**config.mk**
```make
export PLATFORM = sky130hd
export DESIGN_NAME = reset_source_combiner_status
export DESIGN_NICKNAME = d
export VERILOG_FILES = /design/src/include/rst_comb_pkg.sv /design/src/verilog/req_sync.sv /design/src/verilog/reset_source_combiner_status.sv
export SDC_FILE = /design/constraint.sdc
export NUM_CORES = 1
export LEC_CHECK = 0
export ABC_AREA = 1
export BUFFER_PORTS_ARGS = -buffer_cell sky130_fd_sc_hd__buf_2
export CAP_MARGIN = 5
export CORE_ASPECT_RATIO = 0.5
export CORE_MARGIN = 4
export CORE_UTILIZATION = 49
export DETAILED_ROUTE_END_ITERATION = 10
export HOLD_SLACK_MARGIN = 0.12
export PLACE_DENSITY = 0.89
export SLEW_MARGIN = 20
export SYNTH_ARGS = -nofsm -noshare
export SYNTH_HDL_FRONTEND = slang
export SYNTH_SLANG_ARGS = --single-unit
```
**constraint.sdc**
```tcl
create_clock -name mclk -period 1.6 [get_ports mclk]
set_clock_uncertainty 0.2 [all_clocks]
set_input_delay 0.24 -clock mclk [delete_from_list [all_inputs] [get_ports mclk]]
set_output_delay 0.24 -clock mclk [all_outputs]
set_load 0.01 [all_outputs]
```
**src/include/rst_comb_pkg.sv**
```systemverilog
// Package for the reset source combiner and its cause/control register.
// Assumes a single system clock domain; used by both design files.
package rst_comb_pkg;

    // Register map (word index on the plain register port)
    localparam logic [3:0]  ADDR_CAUSE_CTRL = 4'h0;
    localparam logic [3:0]  ADDR_SOURCES    = 4'h1;

    // Bit positions in the cause/control register
    localparam int BIT_TRAP    = 15;
    localparam int BIT_ILLEGAL = 14;
    localparam int BIT_SBOREN  = 13;
    localparam int BIT_RETEN   = 12;
    localparam int BIT_CFGMIS  = 9;
    localparam int BIT_PMSLP   = 8;
    localparam int BIT_PIN     = 7;
    localparam int BIT_SWRST   = 6;
    localparam int BIT_SWWDT   = 5;
    localparam int BIT_WDT_TIMEOUT = 4;
    localparam int BIT_SLEEP   = 3;
    localparam int BIT_IDLE    = 2;
    localparam int BIT_BROWN   = 1;
    localparam int BIT_POWERON = 0;

    // Implemented bits; 11 and 10 read as zero
    localparam logic [15:0] CAUSE_IMPL_MASK = 16'hF3FF;
    // Value after power-on: only brown-out and power-on flags set
    localparam logic [15:0] CAUSE_POR_VAL   = 16'h0003;
    // Unprogrammed watchdog fuse value
    localparam logic [1:0]  WDT_FUSE_ALWAYS = 2'h3;

    // Cycles the master reset stays high, counted from the last cycle a source is seen active
    localparam int RST_STRETCH_CYC = 4;

    // Reset requests, one bit each
    typedef struct packed {
        logic poweron;
        logic pin;
        logic sw_instr;
        logic watchdog;
        logic brownout;
        logic lp_brownout;
        logic trap_conflict;
        logic illegal_opcode;
        logic uninit_wreg;
        logic cfg_mismatch;
    } reset_req_t;

    // Power-save instruction events from the CPU
    typedef struct packed {
        logic sleep;
        logic idle;
    } power_save_t;

    // Register port request
    typedef struct packed {
        logic [3:0]  addr;
        logic [15:0] wdata;
        logic        wr;
        logic        rd;
    } reg_req_t;

endpackage

```
**src/verilog/req_sync.sv**
```systemverilog
// Two-flop synchroniser bank for asynchronous reset requests.
// Assumes inputs are levels from outside the mclk domain.
`timescale 1ns/1ps
module req_sync
    import rst_comb_pkg::*;
#(
    parameter int WIDTH = 10
) (
    // Clock and reset
    input  wire logic             mclk,
    input  wire logic             rst,
    // Data
    input  wire logic [WIDTH-1:0] din,
    output logic      [WIDTH-1:0] dout
);

    logic [WIDTH-1:0] meta_r;

    // First stage feeds only the second stage
    always_ff @(posedge mclk) begin
        if (rst) begin
            meta_r <= '0;
            dout   <= '0;
        end else begin
            meta_r <= din;
            dout   <= meta_r;
        end
    end

endmodule

```
**src/verilog/reset_source_combiner_status.sv**
```systemverilog
// Reset source combiner with the reset cause and control register.
// Assumes rst is the power-on reset; sources are async levels.
//
// Operation
// - Combine all reset requests into master reset
// - Accept ten listed reset sources
// - Any active source asserts master reset
// - Some registers forced by reset, others kept
// - Each reset type sets its own flag
// - Power-on clears all, sets low two flags
// - Software may write any flag anytime
// - Software flag writes never cause reset
// - Register holds watchdog and power-save bits
// - Power-save instruction clears watchdog flag
// - Sleep and idle flags set by instruction
// - Brown-out flag set by brown-out or power-on
// - Unprogrammed fuse keeps watchdog always enabled
//
// The implementer's own choices: the register offsets and the address-and-strobe port.
`timescale 1ns/1ps
module reset_source_combiner_status
    import rst_comb_pkg::*;
#(
    parameter int STRETCH = RST_STRETCH_CYC
) (
    // Clock and power-on reset
    input  wire logic        mclk,
    input  wire logic        rst,
    // Reset requests from pins and other logic
    input  wire reset_req_t  reset_req,
    // Power-save instruction events (same clock)
    input  wire power_save_t power_save_instruction,
    // Watchdog configuration fuse
    input  wire logic [1:0]  watchdog_config_fuse,
    // Register port
    input  wire reg_req_t    reg_req,
    output logic      [15:0] rdata,
    // Results
    output logic             master_system_reset,
    output logic             watchdog_enable,
    output logic             sbor_enable,
    output logic             retention_enable,
    output logic             pm_sleep_ctrl
);

    ////////////////////////////////////////////////////////////////////
    // Request synchronisation and combining

    reset_req_t  req_s;
    logic        any_req;
    logic [2:0]  stretch_r;
    logic [2:0]  stretch_nxt;

    req_sync #(
        .WIDTH ($bits(reset_req_t))
    ) u_sync (
        .mclk (mclk),
        .rst  (rst),
        .din  (reset_req),
        .dout (req_s)
    );

    assign any_req = |req_s;

    // Master reset held a few cycles so every listener sees it
    assign stretch_nxt = any_req ? 3'(STRETCH) :
                         (stretch_r != 3'h0) ? stretch_r - 3'h1 : 3'h0;

    always_ff @(posedge mclk) begin
        if (rst) begin
            stretch_r           <= 3'(STRETCH);
            master_system_reset <= 1'b1;
        end else begin
            stretch_r           <= stretch_nxt;
            master_system_reset <= any_req || (stretch_nxt != 3'h0);
        end
    end

    ////////////////////////////////////////////////////////////////////
    // Cause and control register

    logic [15:0] cause_r;
    logic [15:0] cause_nxt;
    logic [15:0] hw_set;
    logic [15:0] hw_clr;
    logic [15:0] sw_val;
    logic        wr_cause;
    logic        illegal_ev;

    assign wr_cause   = reg_req.wr && (reg_req.addr == ADDR_CAUSE_CTRL);
    assign illegal_ev = req_s.illegal_opcode || req_s.uninit_wreg;

    // Hardware set events, one flag per reset type except power-on, which sets two
    assign hw_set = (16'h0000
        | (16'(req_s.trap_conflict) << BIT_TRAP)
        | (16'(illegal_ev)          << BIT_ILLEGAL)
        | (16'(req_s.cfg_mismatch)  << BIT_CFGMIS)
        | (16'(req_s.pin)           << BIT_PIN)
        | (16'(req_s.sw_instr)      << BIT_SWRST)
        | (16'(req_s.watchdog)      << BIT_WDT_TIMEOUT)
        | (16'(power_save_instruction.sleep) << BIT_SLEEP)
        | (16'(power_save_instruction.idle)  << BIT_IDLE)
        | (16'(req_s.brownout || req_s.lp_brownout
               || req_s.poweron) << BIT_BROWN)
        | (16'(req_s.poweron)       << BIT_POWERON));

    // Any power-save instruction clears the watchdog flag
    assign hw_clr = 16'(power_save_instruction.sleep
                        || power_save_instruction.idle)
                    << BIT_WDT_TIMEOUT;

    // Write stores only; no path from here to the reset output
    assign sw_val = wr_cause ? reg_req.wdata : cause_r;

    // Set wins over clear, then unimplemented bits forced low
    assign cause_nxt = ((sw_val & ~hw_clr) | hw_set)
                       & CAUSE_IMPL_MASK;

    always_ff @(posedge mclk) begin
        if (rst) begin
            cause_r <= CAUSE_POR_VAL;
        end else begin
            cause_r <= cause_nxt;
        end
    end

    ////////////////////////////////////////////////////////////////////
    // Control outputs, forced to defaults by power-on reset only

    logic wdt_en_nxt;

    assign wdt_en_nxt = (watchdog_config_fuse == WDT_FUSE_ALWAYS)
                        || cause_nxt[BIT_SWWDT];

    always_ff @(posedge mclk) begin
        if (rst) begin
            watchdog_enable  <= 1'b0;
            sbor_enable      <= 1'b0;
            retention_enable <= 1'b0;
            pm_sleep_ctrl    <= 1'b0;
        end else begin
            watchdog_enable  <= wdt_en_nxt;
            sbor_enable      <= cause_nxt[BIT_SBOREN];
            retention_enable <= cause_nxt[BIT_RETEN];
            pm_sleep_ctrl    <= cause_nxt[BIT_PMSLP];
        end
    end

    ////////////////////////////////////////////////////////////////////
    // Read port

    logic [15:0] rd_mux;

    assign rd_mux = !reg_req.rd ? 16'h0000 :
        (reg_req.addr == ADDR_CAUSE_CTRL) ? cause_r :
        (reg_req.addr == ADDR_SOURCES)    ? 16'(req_s) : 16'h0000;

    always_ff @(posedge mclk) begin
        if (rst) begin
            rdata <= 16'h0000;
        end else begin
            rdata <= rd_mux;
        end
    end

    ////////////////////////////////////////////////////////////////////
    // Assertions

    property p_src_reset;
        @(posedge mclk) disable iff (rst)
        any_req |=> master_system_reset;
    endproperty
    a_src_reset: assert property (p_src_reset)
        else $error("source active but master reset low");

    property p_sw_no_reset;
        @(posedge mclk) disable iff (rst)
        (!any_req && stretch_r == 3'h0 && wr_cause)
            |=> !master_system_reset;
    endproperty
    a_sw_no_reset: assert property (p_sw_no_reset)
        else $error("register write caused reset");

    property p_trap_flag;
        @(posedge mclk) disable iff (rst)
        req_s.trap_conflict |=> cause_r[BIT_TRAP];
    endproperty
    a_trap_flag: assert property (p_trap_flag)
        else $error("trap flag not set");

    property p_set_wins;
        @(posedge mclk) disable iff (rst)
        (req_s.pin && wr_cause) |=> cause_r[BIT_PIN];
    endproperty
    a_set_wins: assert property (p_set_wins)
        else $error("software clear beat hardware set");

    property p_timeout_clr;
        @(posedge mclk) disable iff (rst)
        (power_save_instruction.sleep && !req_s.watchdog)
            |=> !cause_r[BIT_WDT_TIMEOUT] && cause_r[BIT_SLEEP];
    endproperty
    a_timeout_clr: assert property (p_timeout_clr)
        else $error("power-save did not update flags");

    property p_unimpl;
        @(posedge mclk) disable iff (rst)
        cause_r[11:10] == 2'h0;
    endproperty
    a_unimpl: assert property (p_unimpl)
        else $error("unimplemented bits set");

    property p_fuse;
        @(posedge mclk) disable iff (rst)
        (watchdog_config_fuse == WDT_FUSE_ALWAYS) |=> watchdog_enable;
    endproperty
    a_fuse: assert property (p_fuse)
        else $error("watchdog off with fuse unprogrammed");

    property p_write_store;
        @(posedge mclk) disable iff (rst)
        (wr_cause && !any_req && !power_save_instruction.sleep
         && !power_save_instruction.idle)
            |=> cause_r == ($past(reg_req.wdata) & CAUSE_IMPL_MASK);
    endproperty
    a_write_store: assert property (p_write_store)
        else $error("written value not stored");

    property p_brown;
        @(posedge mclk) disable iff (rst)
        req_s.brownout |=> cause_r[BIT_BROWN];
    endproperty
    a_brown: assert property (p_brown)
        else $error("brown-out flag not set");

endmodule
```
== Word-level counts from Yosys, hierarchy flattened ==
Cells that the tools add are included.
Cells by class
  $add $sub $neg: 1
  eq/ne operators: 2
  muxes and demuxes: 5
  bitwise gates (word level): 13
  reductions and logical operators: 12
Operators by type and width (count)
  $mux W16: 2
  $and A16 B16 Y16: 1
  $not A5 Y16: 1
  $or A16 B1 Y16: 1
  $or A16 B10 Y16: 1
  $or A16 B15 Y16: 1
  $or A16 B16 Y16: 1
  $or A16 B2 Y16: 1
  $or A16 B3 Y16: 1
  $or A16 B4 Y16: 1
  $or A16 B5 Y16: 1
  $or A16 B7 Y16: 1
  $or A16 B8 Y16: 1
  $mux W10: 1
  $reduce_or A10 Y1: 1
  $logic_or A1 B1 Y1: 6
  $mux W3: 2
  $reduce_bool A3 Y1: 2
  $eq A4 B1 Y1 const B: 1
  $logic_not A4 Y1: 1
  $sub A3 B1 Y3 const B: 1
  $eq A2 B2 Y1 const B: 1
  $reduce_or A2 Y1: 1
  $logic_and A1 B1 Y1: 1
  $not A1 Y1: 1
Word-level totals
  bits in registers: 60
  input port bits: 38
  output and inout bits: 21
  word-level logic and storage cells: 44

== Depth between registers and ports, before layout ==
Gate-level depths: netlist (run 1).
  depth in word-level cells: 12
  mapped depth: 7
  mapped depth without buffers: 7

== By module ==
Synthesis (run 1) repeated with hierarchy kept, for this count alone.
Second synthesis, totals
  cells, all modules: 216
  area total of the unflattened synthesis: 1870.5 µm²
Modules (own cells, without submodules)
  reset_source_combiner_status: instances 1, cells each 154, area each 1297.5 µm², sequential area each 660.6 µm²
  req_sync: instances 1, cells each 62, area each 573.0 µm², sequential area each 400.4 µm²

== Least setup slack after synthesis (run 1) ==
No wires, ideal clock.
  path type: input -> register
  start: input port reg_req[21] (netlist name)
  end: register cause_r[7]
  library setup time: 109 ps
  data arrival time: 869 ps
  data required time: 1291 ps
  setup slack: 422 ps
  cell stages on the path: 7
  cell sequence: nor2_4 > nand3_4 > buf_6 > nand2_1 > nand3_1 > nand2_1 > inv_1
Between the ends
  word-level cells in the longest chain between the ends: 5
RTL lines
  from (decl): line reset_source_combiner_status.sv:36  | input wire reg_req_t reg_req,
  $logic_not A4 Y1: line reset_source_combiner_status.sv:90  | assign wr_cause = reg_req.wr && (reg_req.addr == ADDR_CAUSE_CTRL);
  $logic_and A1 B1 Y1: line reset_source_combiner_status.sv:90
  $mux W16: line reset_source_combiner_status.sv:113  | assign sw_val = wr_cause ? reg_req.wdata : cause_r;
  $and A16 B16 Y16: line reset_source_combiner_status.sv:116  | assign cause_nxt = ((sw_val & ~hw_clr) | hw_set)
  $or A16 B16 Y16: line reset_source_combiner_status.sv:116
  to (signal assigned): line reset_source_combiner_status.sv:123  | cause_r <= cause_nxt;
  to (decl): line reset_source_combiner_status.sv:82  | logic [15:0] cause_r;
Every way passes these cells.
A chain may end at the register's enable or synchronous reset.

==> flow_summary.yaml, run 1 <==
run_status:
  status: "complete, but fails checks"
  failed_checks: "setup timing"
job:
  maxCapViolCount: 0
finish:
  layout_common_cells: "inv_1, dfxtp_1, buf_2"
  stdcell_area_mm2: 0.00261
  syn_to_final_growth_pct: 38.8
  antenna_cells: 0
  layout.nets: 353
  drive_above_1_share_pct: 25.0
  mostFrequentLayoutCell: "inv_1"
grt:
  grt_util_all_layers_pct: 21.8
  grt_max_degree: 24
  grt.overflow.total: 0
  antenna_found_initial: 0
  grt_pass1_vias: 1773
  grt_pass1_wl_um: 8110
placement:
  gp_congestion: 0.765
  port-buffer-count: 54
  place_area_mm2: 0.00217
  dp_hpwl_um: 2840
timing:
  setup_ws_ns: -0.139
  slew_headroom_pct: 62.8
  slew_viol_final: 0
  hold_viol: 0
  period_share_pct: 109
  worst_slew_pin_slew_ns: 0.553
  clock.fmax_mhz: 575
  setup-violations-final: 2
  period_minus_slack_ns: 1.74
power_and_ir_drop:
  switching_share_pct: 25.1
  p_int_w: 0.00181
  p_total_w: 0.00242
  leakagePower_nw: 1.30
  comb_power_share_pct: 11.9
  vdd_drop_max_mv: 0.399
  p_clk_share_pct: 30.6
  p_sw_w: 0.000606
  p_per_area_mw_per_mm2: 927
  pwr-share-seq_pct: 57.5
clock_tree:
  h-tree-depth: 2
  cts_made_buffers: 5
  clk_pin_slew_ns: 0.10
  cts.sinks: 53
  clock_path_buffers: 2
  cts-root-buf: "clkbuf_8"
  insertion_delay_ns: 0.31
  cts_tree: "yes"
worst_setup_path:
  crit_required_ns: 1.56
  cpMaxStageDelayCell: "dlygate4sd3_1"
  cp_common_cell: "buf_4"
  cpPeakStageDelay_ns: 0.53
  worst_setup_path_start_kind: "input pin"
  cp-end-kind: "flip-flop"
  cp.arrival_ns: 1.70
  path_max_fanout: 23
  cp_cell_sequence: "dlygate4sd3_1 -> buf_4 -> buf_4 -> nor3_1 -> o211ai_1"
  crit_type: "input pin to flip-flop"
die:
  ioPinCount: 59
  fp.dieW_um: 95.5
  initial_utilization_pct: 52.9
  core-area_mm2: 0.00355
  die_h_um: 51.8
  die_area_mm2: 0.00494
  rows: 15
synthesis:
  synth_cells: 226
  postSynthAreaPerCell_um2: 8.30
  synthXorXnorAreaFrac_pct: 0
  yosys.area_share.simple_pct: 21.7
  syn_area_mm2: 0.00188
  synth_top_family_by_area: "simple AND/OR/NAND/NOR gates"
  ys_seq_area_share_pct: 56.5
  ys_ff_latch: 53
  synth.area.mux_share_pct: 0
  synth_fa_ha_area_share_pct: 0
  synth_cell_types: 26
  synth_warnings: 0
  synth_compound_gate_area_share_pct: 7.13
detailed_routing:
  via_per_inst: 5.09
  drtPass1Iterations: 8
  wirelength_um: 5790
  wire_per_inst_um: 15.8
  drc: 0
  route.vias.total: 1869
  drtIter0Drc: 204
  ant_nets: 0
hold_path:
  min_path_type: "input pin to flip-flop"
==> power by group through the flow <==
stage          sequential [W]  clock (W)  combinational [W]
2_1_floorplan         0.00141          0           0.000122
3_3_place_gp          0.00141          0           0.000182
3_5_place_dp          0.00142          0           0.000194
4_1_cts               0.00139   0.000711           0.000248
5_1_grt               0.00139   0.000804           0.000309
6_report              0.00139   0.000740           0.000287
==> cell usage after synthesis (all sizes together) <==
| master | n | share of area [%] |
|---|---|---|
| inv | 56 | 11 |
| dfxtp | 53 | 57 |
| nand2 | 34 | 7.2 |
| nor2 | 32 | 7.6 |
| o22ai | 10 | 3.3 |
| a21oi | 8 | 2.3 |
| nand3 | 8 | 3.3 |
| buf | 6 | 2.5 |
| nand4 | 5 | 2.0 |
| o21ai | 4 | 1.1 |
| clkbuf | 2 | 0.40 |
| nor3 | 2 | 0.53 |
| clkinv | 1 | 0.27 |
| conb | 1 | 0.20 |
| nand3b | 1 | 0.40 |
| nor4 | 1 | 0.33 |
| o211ai | 1 | 0.40 |
| or2 | 1 | 0.33 |
==> cell families (layout without fill, tap and decap cells) <==
family | Yosys count | in the layout
AOI/OAI and AO/OA | 23 | 23
buffers and inverters | 65 | 154
DFF | 53 | 53
other | 1 | 2
and+or+nand+nor | 84 | 84
==> worst max-delay path: cells and delay by family <==
kind                   cells  cell delay (ns)
buffers and inverters      3             0.91
AND/OR/NAND/NOR            1             0.33
AO/OA/AOI/OAI              1             0.20
==> sequential cells by signal, summed over array words and instances, names as in the netlist <==
name	count
u_sync.dout	10
cause_r	14
master_system_reset	1
watchdog_enable	1
stretch_r	3
u_sync.meta_r	10
rdata	14
==> final timing paths <==
kind / from / to / slack [ns] / cells after the start
worst max register to register: u_sync.dout[9] / stretch_r[0] / 0.03 / 5
worst min-delay path: reg_req[20] / rdata[14] / 0.17 / 4
worst min register to register: u_sync.meta_r[4] / u_sync.dout[4] / 0.20 / 2
worst max-delay path: rst / cause_r[1] / -0.14 / 5
==> cell type report <==
| class | count | area (µm²) |
|---|---|---|
| fillers | 218 | 942 |
| clock inverters | 1 | 7.51 |
| clock buffers | 7 | 76.3 |
| inverters | 57 | 219 |
| multi-input cells | 109 | 569 |
| flip-flops and latches | 53 | 1060 |
| well taps | 51 | 63.8 |
| repair buffers | 89 | 608 |
==> timing repair <==
item,4_1_cts,5_1_grt
hold buffers,29,1
buffers inserted,0,5
resized for setup,0,6
endpoints found under the setup margin,0,17
hold endpoints to repair,25,1
==> per-layer routing <==
metal,part of all wire (%),track usage [%],up-vias
met3,11,5.49,53
met4,6.9,13.0,0
met5,0,0,-
met2,44,38.3,167
met1,37,24.2,797
li1,-,-,852
==> stage by stage <==
stage	TNS, ns	instances	hold slack, ns	setup slack [ns]	util (%)
floorplan	0	227	0.147	0.422	-
detailed placement	0	325	0.193	0.103	61.1
finish	-0.196	367	0.170	-0.139	73.4
CTS	0	362	0.204	0.0383	71.6
global placement	0	325	0.192	0.160	61.1
global route	-0.198	367	0.165	-0.192	73.4
(Power assumes the default switching activity.)
==> run 2: changes to the inputs <==
--- a/config.mk
+++ b/config.mk
@@ -14,6 +14,7 @@
 export DETAILED_ROUTE_END_ITERATION = 10
 export HOLD_SLACK_MARGIN = 0.12
 export PLACE_DENSITY = 0.89
+export REMOVE_ABC_BUFFERS = 1
 export SLEW_MARGIN = 20
 export SYNTH_ARGS = -nofsm -noshare
 export SYNTH_HDL_FRONTEND = slang
==> run 2 against run 1 <==
  * Cell area is 2.8% lower
  * Sequential power hardly changed
  * Hold slack worse by 0.013 ns
  * Largest power group unchanged
  * First-iteration DRC count is 33% lower
  * Register-to-register slack better by 0.17 ns
  * The run now ends clean
  * Global-route usage is 3.4 points lower
  * Clock power is 4.6% lower
  * Critical endpoint is now stretch_r[0]
==> flow_summary.yaml, run 2 (synthesis gave the netlist of run 1 again) <==
run_status:
  status: "finished clean"
clock_tree:
  clk_pin_slew_ns: 0.09
  cts_made_buffers: 5
  insertion_delay_ns: 0.30
  cts-root-buf: "clkbuf_8"
  h-tree-depth: 2
  cts.sinks: 53
  cts_tree: "yes"
  post-cts-setup-buffer-count: 0
  clock_path_buffers: 2
timing:
  hold_viol: 0
  timing.setup.tns_ns: 0
  slew_viol_final: 0
  period_share_pct: 87.2
  setup-violations-final: 0
  period_minus_slack_ns: 1.40
  clock.fmax_mhz: 717
  rsz0062_at_grt: "false"
power_and_ir_drop:
  leakagePower_nw: 1.27
  vdd_drop_max_mv: 0.485
  p_per_area_mw_per_mm2: 926
finish:
  stdcell_area_mm2: 0.00253
  antenna_cells: 0
  reg.largest.list: "cause_r x14, rdata x14"
  syn_to_final_growth_pct: 34.9
  layout.nets: 347
  area.sequential_mm2: 0.00106
  drive_above_1_share_pct: 23.9
  nFillCells: 215
  mostFrequentLayoutCell: "inv_1"
  layout_common_cells: "inv_1, buf_2, dfxtp_1"
  multi_input_area_um2: 553
  finish.utilization_pct: 71.4
worst_setup_path:
  cp_common_cell: "nand2_1"
  cp_top_family: "simple AND/OR/NAND/NOR gates"
  path_max_fanout: 3
  setup.worst_path.start: "u_sync.dout[8]"
  cp-end-kind: "flip-flop"
  cp.arrival_ns: 1.43
  cpMaxStageDelayCell: "nor3_1"
  cpPeakStageDelay_ns: 0.35
  crit_required_ns: 1.64
  r2r_slack_ns: 0.20
  crit_buf_inv: 1
  cp_cell_sequence: "inv_1 -> nand2_1 -> nor3_1 -> nand2_1 -> nor2_1"
  rr_startpoint: "u_sync.dout[8]"
  worst_setup_path_start_kind: "flip-flop"
  crit_type: "flip-flop to flip-flop"
die:
  ioPinCount: 59
  core-area_mm2: 0.00355
  die_area_mm2: 0.00494
  die_h_um: 51.8
  initial_utilization_pct: 52.9
  rows: 15
  fp.dieW_um: 95.5
grt:
  grt.overflow.total: 0
  grt_pass1_wl_um: 6870
  grt_max_degree: 25
  grt_pass1_vias: 1628
  grt_util_all_layers_pct: 18.5
  antenna_found_initial: 0
job:
  maxCapViolCount: 0
placement:
  place_area_mm2: 0.00217
  port-buffer-count: 54
  dp_hpwl_um: 2800
  gp_congestion: 0.757
detailed_routing:
  route.vias.total: 1695
  wire_per_inst_um: 11.9
  via_per_inst: 4.70
  drtIter0Drc: 137
  ant_nets: 0
  drc: 0
  drtPass1Iterations: 4
  wirelength_um: 4300
hold_path:
  hold_start: "reg_req[1]"
  min_path_type: "input pin to flip-flop"
run 2: power by group:
group	internal (W)	switching (W)	total, W
combinational	0.000126	0.000126	0.000253
clock	0.000310	0.000396	0.000706
sequential	0.00137	0.0000208	0.00139
run 2: worst paths after layout:
check                                       to  depth (start not counted)
worst max-delay path              stretch_r[0]                          5
worst min-delay path                cause_r[4]                          4
worst max register to register    stretch_r[0]                          5
worst min register to register  u_sync.dout[8]                          2
run 2: repair_timing:
item | in CTS | in global routing
hold endpoints to repair | 25 | 1
endpoints found under the setup margin | 0 | 1
hold buffers | 27 | 1
gates resized for setup | 0 | 1
run 2: layer usage:
| metal | vias to the layer above | GRT usage [%] | share of wire, % |
|---|---|---|---|
| met1 | 746 | 21.4 | 43 |
| met2 | 85 | 31.1 | 47 |
| met4 | 0 | 9.91 | 3.0 |
| li1 | 843 | - | - |
| met3 | 21 | 5.64 | 7.4 |
| met5 | - | 0 | 0 |
run 2: tightest hold or removal path: stages:
cell,delay [ns]
buf_2,0.11
nand4_1,0.11
nand3_2,0.10
a21oi_2,0.04
run 2: final cells by class:
class                      count  area share (%)
sequential                    53            41.9
timing repair buffer          83            21.9
multi-input combinational    109            21.8
inverter                      57            8.50
clock buffer                   7            3.01
tap                           51            2.52
clock inverter                 1           0.296
run 2: through the flow:
stage | worst slack (ns) | instances | power, W | hold slack (ns)
detailed placement | 0.128 | 326 | 0.00161 | 0.198
CTS | 0.0663 | 361 | 0.00235 | 0.154
finish | 0.205 | 361 | 0.00235 | 0.156
global route | 0.136 | 361 | 0.00244 | 0.170
global placement | 0.164 | 326 | 0.00160 | 0.191
floorplan | 0.395 | 219 | 0.00152 | 0.102
==> run 3: changes to the inputs <==
==> constraint.sdc (replaced) <==
create_clock -name mclk -period 1.3 [get_ports mclk]
set_clock_uncertainty 0.2 [all_clocks]
set_input_delay 0.195 -clock mclk [delete_from_list [all_inputs] [get_ports mclk]]
set_output_delay 0.195 -clock mclk [all_outputs]
set_load 0.01 [all_outputs]
==> run 3 against run 2 <==
  * Final cell count is 1.7% higher
  * Sequential cell count stayed put
  * Global-route usage is 1.3 points higher
  * Count of clock-buffer cells in the layout stayed put
  * Largest cell class unchanged
  * Combinational power is 34% higher
  * Via count is 4.9% higher
  * Critical endpoint is now watchdog_enable
  * Core utilization is 2.3 points higher
  * Largest power group unchanged
  * Critical path depth is 1 lower
  * Non-clock buffer count is 6 higher
==> flow_summary.yaml, run 3 (synthesis gave the netlist of run 1 again) <==
detailed_routing:
  via_per_inst: 4.84
  wire_per_inst_um: 13.5
  wirelength_um: 4960
  route.vias.total: 1778
  drtPass1Iterations: 4
  drc: 0
  drtIter0Drc: 186
  ant_nets: 0
die:
  ioPinCount: 59
  die_h_um: 51.8
  initial_utilization_pct: 52.9
  core-area_mm2: 0.00355
  die_area_mm2: 0.00494
  fp.dieW_um: 95.5
  rows: 15
worst_setup_path:
  worst_setup_path_start_kind: "input pin"
  cp_top_family: "buffers and inverters"
  cpPeakStageDelay_ns: 0.53
  path_max_fanout: 2
  rr_startpoint: "u_sync.dout[4]"
  cp_cell_sequence: "dlygate4sd3_1 -> buf_2 -> o21ai_0 -> a21oi_1"
  cpMaxStageDelayCell: "dlygate4sd3_1"
  cp.arrival_ns: 1.25
  setup.worst_path.start: "reg_req[7]"
  cp-end-kind: "flip-flop"
  crit_buf_inv: 2
  crit_required_ns: 1.27
  crit_type: "input pin to flip-flop"
timing:
  period_share_pct: 98.2
  hold_viol: 0
  period_minus_slack_ns: 1.28
  clock.fmax_mhz: 783
  setup_ws_ns: 0.0229
  setup-violations-final: 0
  slew_viol_final: 0
hold_path:
  min_path_type: "input pin to flip-flop"
  hold_start: "rst"
run_status:
  status: "finished clean"
power_and_ir_drop:
  p_int_w: 0.00233
  vdd_drop_max_mv: 0.519
  pwr-share-seq_pct: 56.3
  p_clk_share_pct: 32.6
  p_sw_w: 0.000710
  leakagePower_nw: 1.32
  comb_power_share_pct: 11.2
  p_per_area_mw_per_mm2: 1160
  switching_share_pct: 23.3
placement:
  port-buffer-count: 54
  dp_cells: 332
  gp_congestion: 0.788
  dp_hpwl_um: 2990
  post-place-ws_ns: -0.111
grt:
  grt.overflow.total: 0
  antenna_found_initial: 0
  grt_util_all_layers_pct: 19.8
  grt_max_degree: 16
  grt_pass1_vias: 1628
  grt_pass1_wl_um: 7330
finish:
  layout.nets: 353
  finish.utilization_pct: 73.7
  antenna_cells: 0
  layout_common_cells: "inv_1, buf_2, dfxtp_1"
  reg.largest.list: "cause_r x14, rdata x14"
  drive_above_1_share_pct: 27.5
  syn_to_final_growth_pct: 39.3
  stdcell_count: 367
clock_tree:
  h-tree-depth: 2
  cts_made_buffers: 5
  cts.sinks: 53
  clk_pin_slew_ns: 0.09
  clock_path_buffers: 2
  cts-root-buf: "clkbuf_8"
  cts_tree: "yes"
  insertion_delay_ns: 0.30
job:
  maxCapViolCount: 0
## run 3: cell count changes in the layout (fill, tap and decap cells not counted), moves of 2 or more
| cell | change |
|---|---|
| clkbuf_1 | -2 |
| clkbuf_8 | +2 |
| nand2_1 | -2 |
| inv_1 | -2 |
| buf_4 | +6 |
| inv_2 | +2 |
| nand2_2 | +2 |
## run 3: area by class of cell
class                   count  area [µm²]
repair buffers             89         601
multi-input cells         109         572
flip-flops and latches     53        1060
clock buffers               7        96.3
inverters                  57         215
clock inverters             1        5.00
fillers                   233         933
well taps                  51        63.8
## run 3: what timing repair did
item	CTS	global route
hold endpoints to repair	25	0
setup endpoints to repair	0	4
gates resized for setup	0	7
hold buffers	27	0
buffers inserted	0	0
## run 3: power groups by stage
stage / clock (W) / combinational (W) / sequential (W)
5_1_grt: 0.00107 / 0.000371 / 0.00172
3_3_place_gp: 0 / 0.000236 / 0.00174
2_1_floorplan: 0 / 0.000129 / 0.00174
4_1_cts: 0.000983 / 0.000313 / 0.00171
6_report: 0.000991 / 0.000340 / 0.00171
3_5_place_dp: 0 / 0.000250 / 0.00174
## run 3: per-stage QoR
step | power [W] | setup TNS, ns | hold WS, ns | instance area (µm²)
CTS | 0.00300 | 0 | 0.136 | 2590
global placement | 0.00198 | -0.395 | 0.190 | 2220
finish | 0.00304 | 0 | 0.148 | 2610
detailed placement | 0.00199 | -1.04 | 0.196 | 2220
global route | 0.00316 | -0.0298 | 0.159 | 2610
floorplan | 0.00187 | 0 | 0.0574 | 1830
## run 3: final timing paths
kind | end | slack [ns] | depth (start not counted)
setup / recovery | watchdog_enable | 0.02 | 4
hold / removal | u_sync.meta_r[0] | 0.15 | 3
hold reg to reg | u_sync.dout[6] | 0.20 | 2
setup reg to reg | stretch_r[1] | 0.05 | 5
## run 3: layer usage
| layer | vias up | global-route usage, % | routed length, µm |
|---|---|---|---|
| li1 | 847 | - | - |
| met1 | 813 | 22.8 | 1900 |
| met2 | 106 | 33.7 | 2470 |
| met3 | 12 | 6.36 | 468 |
| met4 | 0 | 9.43 | 123 |
| met5 | - | 0 | 0 |
## run 3: worst reg2reg max path: cells and delay by family, from the launching register on
kind / cells / cell delay [ns]
AND/OR/NAND/NOR: 4 / 0.60
flip-flops: 1 / 0.31
buffers and inverters: 1 / 0.08
